===== src/orcs_pkg.sv =====
// Package for the output relay condition selector.
// Assumes one 200 MHz clock; frequencies in 0.1 Hz units.
`default_nettype none
package orcs_pkg;
  localparam int FREQ_W = 12;
  localparam int SEL_W = 5;
  localparam int MASK_W = 3;
  // Frequency settings, 0.1 Hz steps
  localparam logic [FREQ_W-1:0] FREQ_SPAN_MAX = 12'h7D0;
  localparam logic [FREQ_W-1:0] BANDWIDTH_RST = 12'h064;
  localparam logic [FREQ_W-1:0] LEVEL_RST = 12'h12C;
  localparam logic [FREQ_W-1:0] MAX_FREQ_RST = 12'h258;
  // Relay source codes
  localparam logic [SEL_W-1:0] SRC_FREQ_MATCH = 5'h00;
  localparam logic [SEL_W-1:0] SRC_LEVEL_MATCH = 5'h01;
  localparam logic [SEL_W-1:0] SRC_RUN_WINDOW = 5'h02;
  localparam logic [SEL_W-1:0] SRC_THRESHOLD = 5'h03;
  localparam logic [SEL_W-1:0] SRC_THRESHOLD_INV = 5'h04;
  localparam logic [SEL_W-1:0] SRC_OVER_VOLT = 5'h08;
  localparam logic [SEL_W-1:0] SRC_LOW_VOLT = 5'h09;
  localparam logic [SEL_W-1:0] SRC_OVERHEAT = 5'h0A;
  localparam logic [SEL_W-1:0] SRC_CMD_LOSS = 5'h0B;
  localparam logic [SEL_W-1:0] SRC_RUNNING = 5'h0C;
  localparam logic [SEL_W-1:0] SRC_STOPPED = 5'h0D;
  localparam logic [SEL_W-1:0] SRC_CONST_SPEED = 5'h0E;
  localparam logic [SEL_W-1:0] SRC_RUN_WAIT = 5'h10;
  localparam logic [SEL_W-1:0] SRC_FAULT = 5'h11;
  localparam logic [SEL_W-1:0] SRC_MAX = 5'h12;
  // Fault relay mask bits
  localparam int MASK_LOW_VOLT = 0;
  localparam int MASK_OTHER_TRIP = 1;
  localparam int MASK_RESTART = 2;
  localparam logic [MASK_W-1:0] MASK_RST = 3'h0;
  // Register offsets
  localparam logic [3:0] ADDR_SELECT = 4'h0;
  localparam logic [3:0] ADDR_MASK = 4'h1;
  localparam logic [3:0] ADDR_LEVEL = 4'h2;
  localparam logic [3:0] ADDR_BANDWIDTH = 4'h3;
  localparam logic [3:0] ADDR_MAX_FREQ = 4'h4;
  localparam logic [3:0] ADDR_STATUS = 4'h5;
  localparam logic [3:0] ADDR_IRQ_STAT = 4'h6;
  localparam logic [3:0] ADDR_IRQ_MASK = 4'h7;
  localparam int IRQ_W = 2;
  localparam int IRQ_RELAY_ON = 0;
  localparam int IRQ_REJECT = 1;
  typedef struct packed {
    logic over_volt_trip;
    logic low_volt_trip;
    logic other_trip;
    logic heatsink_overheat;
    logic cmd_loss;
    logic run_cmd;
    logic output_active;
    logic accelerating;
    logic decelerating;
    logic run_wait;
    logic restart_pending;
  } orcs_status_type;
endpackage
`default_nettype wire


===== src/orcs_relay_select.sv =====
// Output relay condition selector: picks one drive condition onto the relay.
// Assumes drive status inputs come from logic on clk; settings via a plain port.
//
// Notes on behaviour
// - Code 17 drives relay from the fault relay mask.
// - Mask bit0 low-voltage trip, bit1 other trip, bit2 restart tries set.
// - Mode 1: relay on when |command - output| <= bandwidth/2.
// - Bandwidth 0..200 Hz, default 10.0, rejected above maximum frequency.
// - Mode 2: command equals level and mode-1 condition holds.
// - Level 0..200 Hz, default 30.0, not allowed above maximum frequency.
// - Mode 3: relay on when |level - running freq| <= bandwidth/2.
// - Mode 4: accel freq >= level; decel freq > level - bandwidth/2.
// - Mode 5: same as mode 4, inverted sense.
// - Over-voltage code: relay follows over-voltage trip.
// - Low-voltage code: relay follows low-voltage trip.
// - Overheat code: relay follows heatsink overheat flag.
// - Command-loss code: relay follows frequency command loss.
// - Running code: run command present and output voltage active.
// - Stopped code: drive stopped with no run command.
// - Constant-speed code: output active, neither accelerating nor decelerating.
// - Run-wait code: relay on while waiting for run command.
// - Select accepts 0..18, defaults to 17.
`default_nettype none
module orcs_relay_select (
  input wire logic clk, // 200 MHz system clock
  input wire logic rst_b, // Asynchronous reset, active low
  input wire logic [orcs_pkg::FREQ_W-1:0] cmd_freq, // Commanded frequency, 0.1 Hz
  input wire logic [orcs_pkg::FREQ_W-1:0] out_freq, // Running frequency, 0.1 Hz
  input wire orcs_pkg::orcs_status_type drive_status, // Drive state flags
  input wire logic [3:0] reg_addr, // Register address
  input wire logic [15:0] reg_wdata, // Register write data
  input wire logic reg_wr, // Write strobe
  input wire logic reg_rd, // Read strobe
  output logic [15:0] reg_rdata, // Read data, cycle after strobe
  output logic relay_out, // Relay drive, high energises
  output logic irq // Level interrupt
);
  logic [orcs_pkg::SEL_W-1:0] select_reg;
  logic [orcs_pkg::MASK_W-1:0] mask_reg;
  logic [orcs_pkg::FREQ_W-1:0] level_reg;
  logic [orcs_pkg::FREQ_W-1:0] bandwidth_reg;
  logic [orcs_pkg::FREQ_W-1:0] max_freq_reg;
  logic [orcs_pkg::IRQ_W-1:0] irq_stat_reg;
  logic [orcs_pkg::IRQ_W-1:0] irq_mask_reg;
  logic [orcs_pkg::IRQ_W-1:0] irq_event;
  logic threshold_reg;
  logic threshold_next;
  logic relay_next;
  logic reject;
  logic [orcs_pkg::FREQ_W-1:0] half_bw;
  logic [orcs_pkg::FREQ_W-1:0] wdata_f;
  logic wdata_hi;
  logic match_cond;
  logic level_cond;
  logic window_cond;
  logic fault_cond;

  function automatic logic within_half(input logic [orcs_pkg::FREQ_W-1:0] a,
                                       input logic [orcs_pkg::FREQ_W-1:0] b,
                                       input logic [orcs_pkg::FREQ_W-1:0] hb);
    logic [orcs_pkg::FREQ_W-1:0] diff;
    diff = (a >= b) ? a - b : b - a;
    return diff <= hb;
  endfunction

  // Frequency setting is legal only within span and maximum frequency
  function automatic logic freq_ok(input logic [orcs_pkg::FREQ_W-1:0] f,
                                   input logic [orcs_pkg::FREQ_W-1:0] fmax);
    return (f <= orcs_pkg::FREQ_SPAN_MAX) && (f <= fmax);
  endfunction

  assign wdata_f = reg_wdata[orcs_pkg::FREQ_W-1:0];
  // Upper write bits would otherwise wrap a huge value into range
  assign wdata_hi = |reg_wdata[$bits(reg_wdata)-1:orcs_pkg::FREQ_W];
  assign half_bw = bandwidth_reg >> 1;
  assign match_cond = within_half(cmd_freq, out_freq, half_bw);
  assign level_cond = (cmd_freq == level_reg) && match_cond;
  assign window_cond = within_half(level_reg, out_freq, half_bw);

  // Hysteresis for modes 4 and 5; level below half bandwidth sets the decel threshold true
  always_comb begin
    threshold_next = threshold_reg;
    if (drive_status.decelerating) begin
      if (level_reg < half_bw) begin
        threshold_next = 1'b1;
      end else begin
        threshold_next = out_freq > (level_reg - half_bw);
      end
    end else begin
      threshold_next = out_freq >= level_reg;
    end
  end

  always_comb begin
    fault_cond = 1'b0;
    if (mask_reg[orcs_pkg::MASK_LOW_VOLT] && drive_status.low_volt_trip) begin
      fault_cond = 1'b1;
    end
    if (mask_reg[orcs_pkg::MASK_OTHER_TRIP] && drive_status.other_trip) begin
      fault_cond = 1'b1;
    end
    if (mask_reg[orcs_pkg::MASK_RESTART] && drive_status.restart_pending) begin
      fault_cond = 1'b1;
    end
  end

  // One source only; undefined codes hold the relay off
  always_comb begin
    case (select_reg)
      orcs_pkg::SRC_FREQ_MATCH: relay_next = match_cond;
      orcs_pkg::SRC_LEVEL_MATCH: relay_next = level_cond;
      orcs_pkg::SRC_RUN_WINDOW: relay_next = window_cond;
      orcs_pkg::SRC_THRESHOLD: relay_next = threshold_next;
      orcs_pkg::SRC_THRESHOLD_INV: relay_next = !threshold_next;
      orcs_pkg::SRC_OVER_VOLT: relay_next = drive_status.over_volt_trip;
      orcs_pkg::SRC_LOW_VOLT: relay_next = drive_status.low_volt_trip;
      orcs_pkg::SRC_OVERHEAT: relay_next = drive_status.heatsink_overheat;
      orcs_pkg::SRC_CMD_LOSS: relay_next = drive_status.cmd_loss;
      orcs_pkg::SRC_RUNNING: begin
        relay_next = drive_status.run_cmd && drive_status.output_active;
      end
      orcs_pkg::SRC_STOPPED: begin
        relay_next = !drive_status.run_cmd && !drive_status.output_active;
      end
      orcs_pkg::SRC_CONST_SPEED: begin
        relay_next = drive_status.output_active && !drive_status.accelerating &&
                     !drive_status.decelerating;
      end
      orcs_pkg::SRC_RUN_WAIT: relay_next = drive_status.run_wait;
      orcs_pkg::SRC_FAULT: relay_next = fault_cond;
      default: relay_next = 1'b0;
    endcase
  end

  // Rejected frequency writes leave the old setting in place
  always_comb begin
    reject = 1'b0;
    if (reg_wr && (reg_addr == orcs_pkg::ADDR_LEVEL)) begin
      reject = wdata_hi || !freq_ok(wdata_f, max_freq_reg);
    end else if (reg_wr && (reg_addr == orcs_pkg::ADDR_BANDWIDTH)) begin
      reject = wdata_hi || !freq_ok(wdata_f, max_freq_reg);
    end else if (reg_wr && (reg_addr == orcs_pkg::ADDR_SELECT)) begin
      reject = reg_wdata > 16'(orcs_pkg::SRC_MAX);
    end else if (reg_wr && (reg_addr == orcs_pkg::ADDR_MAX_FREQ)) begin
      reject = wdata_hi || (wdata_f > orcs_pkg::FREQ_SPAN_MAX);
    end
  end

  always_ff @(posedge clk or negedge rst_b) begin
    if (!rst_b) begin
      select_reg <= orcs_pkg::SRC_FAULT;
      mask_reg <= orcs_pkg::MASK_RST;
      level_reg <= orcs_pkg::LEVEL_RST;
      bandwidth_reg <= orcs_pkg::BANDWIDTH_RST;
      max_freq_reg <= orcs_pkg::MAX_FREQ_RST;
      irq_mask_reg <= '0;
    end else if (reg_wr && !reject) begin
      if (reg_addr == orcs_pkg::ADDR_SELECT) begin
        select_reg <= reg_wdata[orcs_pkg::SEL_W-1:0];
      end else if (reg_addr == orcs_pkg::ADDR_MASK) begin
        mask_reg <= reg_wdata[orcs_pkg::MASK_W-1:0];
      end else if (reg_addr == orcs_pkg::ADDR_LEVEL) begin
        level_reg <= wdata_f;
      end else if (reg_addr == orcs_pkg::ADDR_BANDWIDTH) begin
        bandwidth_reg <= wdata_f;
      end else if (reg_addr == orcs_pkg::ADDR_MAX_FREQ) begin
        max_freq_reg <= wdata_f;
      end else if (reg_addr == orcs_pkg::ADDR_IRQ_MASK) begin
        irq_mask_reg <= reg_wdata[orcs_pkg::IRQ_W-1:0];
      end
    end
  end

  always_ff @(posedge clk or negedge rst_b) begin
    if (!rst_b) begin
      threshold_reg <= 1'b0;
      relay_out <= 1'b0;
    end else begin
      threshold_reg <= threshold_next;
      relay_out <= relay_next;
    end
  end

  assign irq_event[orcs_pkg::IRQ_RELAY_ON] = relay_next && !relay_out;
  assign irq_event[orcs_pkg::IRQ_REJECT] = reject;

  // Set beats write-one-to-clear in the same cycle
  always_ff @(posedge clk or negedge rst_b) begin
    if (!rst_b) begin
      irq_stat_reg <= '0;
      irq <= 1'b0;
    end else begin
      if (reg_wr && (reg_addr == orcs_pkg::ADDR_IRQ_STAT)) begin
        irq_stat_reg <= (irq_stat_reg & ~reg_wdata[orcs_pkg::IRQ_W-1:0]) | irq_event;
      end else begin
        irq_stat_reg <= irq_stat_reg | irq_event;
      end
      irq <= |(irq_stat_reg & irq_mask_reg);
    end
  end

  always_ff @(posedge clk or negedge rst_b) begin
    if (!rst_b) begin
      reg_rdata <= '0;
    end else if (reg_rd) begin
      if (reg_addr == orcs_pkg::ADDR_SELECT) begin
        reg_rdata <= {11'h000, select_reg};
      end else if (reg_addr == orcs_pkg::ADDR_MASK) begin
        reg_rdata <= {13'h0000, mask_reg};
      end else if (reg_addr == orcs_pkg::ADDR_LEVEL) begin
        reg_rdata <= {4'h0, level_reg};
      end else if (reg_addr == orcs_pkg::ADDR_BANDWIDTH) begin
        reg_rdata <= {4'h0, bandwidth_reg};
      end else if (reg_addr == orcs_pkg::ADDR_MAX_FREQ) begin
        reg_rdata <= {4'h0, max_freq_reg};
      end else if (reg_addr == orcs_pkg::ADDR_STATUS) begin
        reg_rdata <= {14'h0000, threshold_reg, relay_out};
      end else if (reg_addr == orcs_pkg::ADDR_IRQ_STAT) begin
        reg_rdata <= {14'h0000, irq_stat_reg};
      end else if (reg_addr == orcs_pkg::ADDR_IRQ_MASK) begin
        reg_rdata <= {14'h0000, irq_mask_reg};
      end else begin
        reg_rdata <= '0;
      end
    end else begin
      reg_rdata <= '0;
    end
  end
endmodule
`default_nettype wire


===== config.mk =====
export PLATFORM = sky130hd
export DESIGN_NAME = orcs_relay_select
export DESIGN_NICKNAME = d
export VERILOG_FILES = /design/src/orcs_pkg.sv /design/src/orcs_relay_select.sv
export SDC_FILE = /design/constraint.sdc
export NUM_CORES = 1
export LEC_CHECK = 0
export BUFFER_PORTS_ARGS = -buffer_cell sky130_fd_sc_hd__buf_2
export CAP_MARGIN = 10
export CORE_MARGIN = 4
export CORE_UTILIZATION = 55
export CTS_BUF_LIST = sky130_fd_sc_hd__clkbuf_4 sky130_fd_sc_hd__clkbuf_8 sky130_fd_sc_hd__clkbuf_16
export CTS_CLUSTER_DIAMETER = 50
export DETAILED_ROUTE_END_ITERATION = 10
export GPL_TIMING_DRIVEN = 0
export PLACE_DENSITY = 0.79
export RECOVER_POWER = 100
export SYNTH_ARGS = -nofsm -noshare
export SYNTH_HDL_FRONTEND = slang
export SYNTH_SLANG_ARGS = --single-unit

===== constraint.sdc =====
create_clock -name clk -period 4.7 [get_ports clk]
set_clock_uncertainty 0.2 [all_clocks]
set_input_delay 0.47 -clock clk [delete_from_list [all_inputs] [get_ports clk]]
set_output_delay 0.47 -clock clk [all_outputs]
set_load 0.02 [all_outputs]

=== Yosys cells after proc, flatten, opt, wreduce, memory -nomap -nowiden ===
Cells that the tools add are included.

* Flip-flop bits (word level): 67

* $add $sub $neg: 5
* $lt $le $gt $ge: 11
* Eq/ne operators: 21
* Multiplexer cells: 22
* Bitwise logic cells: 10
* Reductions and logical operators: 36

{| class="wikitable"
|+ Operators by type and width
! kind !! number
|-
| two-way mux 12 bit || 5
|-
| two-way mux 16 bit || 3
|-
| subtractor 12 bit || 4
|-
| >= comparator 12 bit || 3
|-
| equality test 5 x 4 -> 1 bit (second input constant) || 7
|-
| <= comparator 12 x 11 -> 1 bit || 2
|-
| equality test 4 x 3 -> 1 bit (second input constant) || 4
|-
| greater-than comparator 16 x 5 -> 1 bit (second input constant) || 1
|-
| logical AND 1 bit || 16
|-
| one-hot mux 1 bit (14 select lines) || 1
|-
| equality test 12 bit || 1
|-
| greater-than comparator 12 x 11 -> 1 bit (second input constant) || 1
|-
| greater-than comparator 12 bit || 1
|-
| <= comparator 12 x 11 -> 1 bit (second input constant) || 1
|-
| <= comparator 12 bit || 1
|-
| < comparator 12 x 11 -> 1 bit || 1
|-
| subtractor 12 x 11 -> 12 bit || 1
|-
| equality test 5 x 2 -> 1 bit (second input constant) || 2
|-
| equality test 5 bit (second input constant) || 2
|-
| two-way mux 1 bit || 9
|-
| equality test 4 x 2 -> 1 bit (second input constant) || 2
|-
| zero test 1 bit || 8
|-
| two-way mux 2 bit || 4
|-
| AND reduction 7 bit || 1
|-
| 17 further kinds || 24
|}

=== Logic depth before layout (Yosys ltp) ===
* Depth after elaboration: 10
* Mapped depth: 21
* Gate-level depth less buffers: 20

=== Worst setup path before layout ===
Ideal clock, no wire load.

* Kind: input-to-reg
* Start point: input out_freq[7] (netlist name)
* End point: register irq_stat_reg[0] (netlist name)
* Data arrival time: 4133 ps
* Setup slack: 285 ps
* Stages on the path: 19
* Buffers on the path: 3
* Cells stage by stage: inv_1 ha_1 buf_4 a21oi_2 o221ai_1 a221oi_2 buf_4 buf_2 o22ai_1 a221oi_1 xnor2_1 ha_1 and3_1 nand3_1 or3_1 a211o_1 a31oi_1 a211oi_1 a31oi_1

* Longest elaborated chain between the ends: 8

{| class="wikitable"
|+ Ends and longest elaborated chain
! item !! line !! source
|-
| start: declaration || orcs_relay_select.sv:28 || <nowiki>input wire logic [orcs_pkg::FREQ_W-1:0] out_freq,</nowiki>
|-
| subtractor 12 bit (tied with other cells) || orcs_relay_select.sv:62 || <nowiki>diff = (a >= b) ? a - b : b - a;</nowiki>
|-
| two-way mux 12 bit / two-way mux 1 bit (equally long branches) || orcs_relay_select.sv:62, orcs_relay_select.sv:84 ||
|-
| <= comparator 12 x 11 -> 1 bit / two-way mux 1 bit (equally long branches) || orcs_relay_select.sv:63, orcs_relay_select.sv:83 ||
|-
| logical AND 1 bit / zero test 1 bit (equally long branches) || orcs_relay_select.sv:77, orcs_relay_select.sv:114 ||
|-
| one-hot mux 1 bit (14 select lines) (*) || orcs_relay_select.sv:109 || <nowiki>case (select_reg)</nowiki>
|-
| logical AND 1 bit (*) || orcs_relay_select.sv:184 || <nowiki>assign irq_event[orcs_pkg::IRQ_RELAY_ON] = relay_next && !relay_out;</nowiki>
|-
| OR 2 bit, on equally long branches || orcs_relay_select.sv:196, orcs_relay_select.sv:194 ||
|-
| two-way mux 2 bit (*) || orcs_relay_select.sv:193 || <nowiki>if (reg_wr && (reg_addr == orcs_pkg::ADDR_IRQ_STAT)) begin</nowiki>
|-
| end signal: assignment || orcs_relay_select.sv:194 || <nowiki>irq_stat_reg <= (irq_stat_reg & ~reg_wdata[orcs_pkg::IRQ_W-1:0]) | irq_event;</nowiki>
|-
| end signal: assignment || orcs_relay_select.sv:196 || <nowiki>irq_stat_reg <= irq_stat_reg | irq_event;</nowiki>
|-
| end: declaration || orcs_relay_select.sv:43 || <nowiki>logic [orcs_pkg::IRQ_W-1:0] irq_stat_reg;</nowiki>
|}

Every way passes the cells marked *; elsewhere a longest branch is shown, timed or not.
A chain may end at the register's enable or synchronous reset.

=== Final worst setup path ===
* Start point: register level_reg[8] (netlist name)
* End point: register irq_stat_reg[0] (netlist name)

* Longest elaborated chain between the ends: 9

{| class="wikitable"
|+ Ends and longest elaborated chain
! item !! line !! source
|-
| start: declaration || orcs_relay_select.sv:40 || <nowiki>logic [orcs_pkg::FREQ_W-1:0] level_reg;</nowiki>
|-
| start signal: assignment || orcs_relay_select.sv:153 || <nowiki>level_reg <= orcs_pkg::LEVEL_RST;</nowiki>
|-
| start signal: assignment || orcs_relay_select.sv:163 || <nowiki>level_reg <= wdata_f;</nowiki>
|-
| subtractor 12 x 11 -> 12 bit || orcs_relay_select.sv:87 || <nowiki>threshold_next = out_freq > (level_reg - half_bw);</nowiki>
|-
| greater-than comparator 12 bit || orcs_relay_select.sv:87 ||
|-
| two-way mux 1 bit || orcs_relay_select.sv:84 || <nowiki>if (level_reg < half_bw) begin</nowiki>
|-
| two-way mux 1 bit || orcs_relay_select.sv:83 || <nowiki>if (drive_status.decelerating) begin</nowiki>
|-
| zero test 1 bit || orcs_relay_select.sv:114 || <nowiki>orcs_pkg::SRC_THRESHOLD_INV: relay_next = !threshold_next;</nowiki>
|-
| one-hot mux 1 bit (14 select lines) (*) || orcs_relay_select.sv:109 ||
|-
| logical AND 1 bit (*) || orcs_relay_select.sv:184 ||
|-
| OR 2 bit, on equally long branches || orcs_relay_select.sv:196, orcs_relay_select.sv:194 ||
|-
| two-way mux 2 bit (*) || orcs_relay_select.sv:193 ||
|}

Marks and branches as above.

==> out/qor.yml <==
status: "finished, violations left"
violations: "capacitance limit, slew limit"
ys_seq_area_share_pct: 23.0
htreeDepth: 3
sequentialPowerShare_pct: 22.6
timing.fmax_ghz: 0.217
first_pass_iters: 5
antenna_found_initial: 0
clkPwrFrac_pct: 18.6
rows: 40
port_buffers: 71
top_usage_layer: "met2"
tns_ns: 0
path_class: "reg2reg"
drive_gt1_share_pct: 22.1
groute.usage.overall_pct: 26.0
die_h_um: 120
overflow: 0
synth_area_leaders: "ha_1, dfrtp_1, dfstp_2"
r2r_slack_ns: 0.1
min_period_ns: 4.60
drt-initial-drc-count: 589
p_switching_mw: 1.55
area_growth_pct: 17.6
start_util_pct: 56.8
synth.distinct_cells: 72
use_met3_pct: 4.71
fin_nets: 1037
synth_top_family_by_area: "adder cells"
ys_seq_elements: 63
power.total_mw: 3.66
final_util_pct: 66.8
power-per-cell-area_nw_per_um2: 450
ioPinCount: 77
avgSynthCellArea_um2: 9.03
hold_class: "in2reg"
ant_nets: 0
wirelength_um: 18900
crit_path_start_kind: "flop"
setup_viol: 0
clkSlewWorstSetupHoldPaths_ns: 0.05
internal_power_mw: 2.11
critPathArrivalTime_ns: 4.66
yosys.area_share.simple_pct: 13.6
pwr-share-comb_pct: 58.8
antennaDiodeCount: 0
slew_violations: 66
coreArea_um2: 12200
synth_top_area_cell: "ha_1"
leakage_nw: 3.78
cts-root-buf: "clkbuf_16"
drv_cap: 2
grt_max_degree: 35
drc: 0
synth_compound_area_share_pct: 18.7
synth-edff-count: 0
clockBufferDepth: 2
cts_tree: "built"
grt_use_met2_pct: 40.8
first_global_vias: 5882
synthMuxAreaShare_pct: 12.7
async_flop_share_pct: 100
syn_inst: 765
gp_congestion: 0.945
die_x_um: 120
rsz0062_at_grt: "yes"
slew_headroom_pct: -18.2
required_ns: 4.75
clk_latency_ns: 0.33
end_kind: "flop"
synth_xor_area_share_pct: 4.94
syn-cell-area_um2: 6910
ir_worst_vdd_uv: 230
clock-sinks: 63
synth_top_area_share_pct: 18.8
viasPerCell: 5.96
fin_crit_sh_pct: 97.9
use_met1_pct: 36.8
hold_viol_final: 0
crit_fanout: 9
grt_pass1_wl_um: 30200
cts_buffers: 9
die-area_um2: 14400
worstMarginPinSlew_ns: 1.77
vias: 6206
swShare_pct: 42.4
hpwlAfterDp_um: 14700
wl_per_cell_um: 18.2
ys_warn_count: 0
synth_fa_ha_area_share_pct: 20.3
yosys_most_used_dff: "dfrtp_1"
-- through the flow --
step                      hold slack, ns  setup WS (ns)  std cells  instance area [um^2]
final                              0.223         0.0979       1042                  8130
after CTS                          0.220        0.00958       1028                  7950
after detailed placement           0.297         -0.458       1008                  7510
after global placement             0.287         -0.494       1007                  7490
after floorplan                  -0.0256          0.285        768                  6920
after global routing               0.226        -0.0642       1042                  8130
-- worst paths after layout --
| path | start | endpoint | cells after the start |
|---|---|---|---|
| worst max-delay path | level_reg[8] | irq_stat_reg[0] | 18 |
| worst max register to register | level_reg[8] | irq_stat_reg[0] | 18 |
| min in group asynchronous | rst_b | relay_out | 2 |
| worst min register to register | bandwidth_reg[0] | bandwidth_reg[0] | 1 |
| max in group asynchronous | rst_b | level_reg[9] | 3 |
| worst min-delay path | reg_rd | reg_rdata[0] | 2 |
-- final cells by class --
type	count	area (um^2)
buffer	27	164
clock buffer	13	268
clock inverter	3	42.5
fill	986	4030
inverter	76	285
multi-input combinational	599	5060
sequential	63	1600
tap	168	210
timing repair buffer	93	500
-- cells in the mapped netlist, drive strengths merged, types with 13 or more instances --
| master | instances |
|---|---|
| mux2i | 28 |
| a21o | 16 |
| inv | 76 |
| nor3 | 14 |
| buf | 18 |
| nand4 | 14 |
| nand2 | 31 |
| nor2 | 52 |
| xnor2 | 25 |
| xor2 | 14 |
| mux2 | 47 |
| nor2b | 17 |
| dfstp | 13 |
| dfrtp | 50 |
| ha | 104 |
| o21ai | 27 |
| a21oi | 61 |
-- worst max-delay path, stage by stage (launching register included) --
cell      delay [ns]
dfstp_2         0.60
ha_1            0.25
buf_4           0.18
nand3_4         0.11
o221ai_4        0.14
a221oi_4        0.38
nand3b_1        0.18
o31ai_4         0.12
o32ai_2         0.15
a221o_1         0.35
xor2_1          0.17
ha_1            0.31
and3_4          0.19
nand3_4         0.08
or3_4           0.39
a211o_1         0.30
a31oi_4         0.17
a211oi_2        0.09
a31oi_1         0.17
-- what timing repair did --
action | CTS | global route
setup buffers | 5 | 15
endpoints found under the hold margin | 14 | 0
hold buffers | 1 | 0
pin swaps | 4 | 17
setup endpoints to repair | 2 | 2
gates resized for setup | 17 | 41
-- power by group through the flow --
stage | clock network (mW) | logic (mW) | registers, mW
3_5_place_dp | 0 | 1.86 | 0.834
2_1_floorplan | 0 | 1.40 | 0.794
5_1_grt | 0.712 | 2.38 | 0.842
3_3_place_gp | 0 | 1.80 | 0.826
4_1_cts | 0.685 | 1.96 | 0.825
6_report | 0.680 | 2.15 | 0.826
-- cells by family (layout without fill, tap and decap cells) --
group | Yosys count | after routing
flip-flops | 63 | 63
XOR/XNOR | 39 | 39
other | 1 | 4
multiplexers | 78 | 78
AO/OA/AOI/OAI | 191 | 191
buffers and inverters | 106 | 212
AND/OR/NAND/NOR | 178 | 178
adder cells (fa/ha/maj) | 109 | 109
-- cell usage in the layout (no fill, tap or decap), types with 5 or more instances in the layout --
| master | synthesis | final |
|---|---|---|
| or3_1 | 7 | 5 |
| o21bai_1 | 5 | 5 |
| mux2_2 | 29 | 29 |
| o22ai_1 | 5 | 5 |
| buf_2 | 6 | 58 |
| nor3_1 | 10 | 14 |
| buf_4 | 10 | 29 |
| mux2i_1 | 28 | 27 |
| inv_1 | 76 | 74 |
| clkbuf_16 | 0 | 9 |
| nand3_1 | 12 | 9 |
| a211o_1 | 6 | 6 |
| mux2_1 | 17 | 17 |
| nand2_1 | 31 | 31 |
| xnor2_1 | 25 | 25 |
| nor2b_1 | 17 | 17 |
| a221oi_1 | 7 | 6 |
| nor2_1 | 51 | 51 |
| dfrtp_1 | 50 | 45 |
| and3_1 | 6 | 5 |
| dfstp_2 | 13 | 12 |
| dfrtp_2 | 0 | 5 |
| o21ai_0 | 26 | 26 |
| a21o_1 | 16 | 16 |
| a21oi_1 | 59 | 54 |
| o211ai_1 | 6 | 7 |
| nand4_1 | 14 | 14 |
| o21a_1 | 7 | 7 |
| xor2_1 | 14 | 14 |
| a31oi_1 | 9 | 7 |
| ha_1 | 104 | 98 |
| clkbuf_1 | 12 | 28 |
-- metal layers --
metal  share of wire (%)  vias up
met5                   0        -
met4                 2.1        0
met3                 5.7       36
met2                  45      200
met1                  47     2983
li1                    -     2987
(Power assumes the default switching activity.)
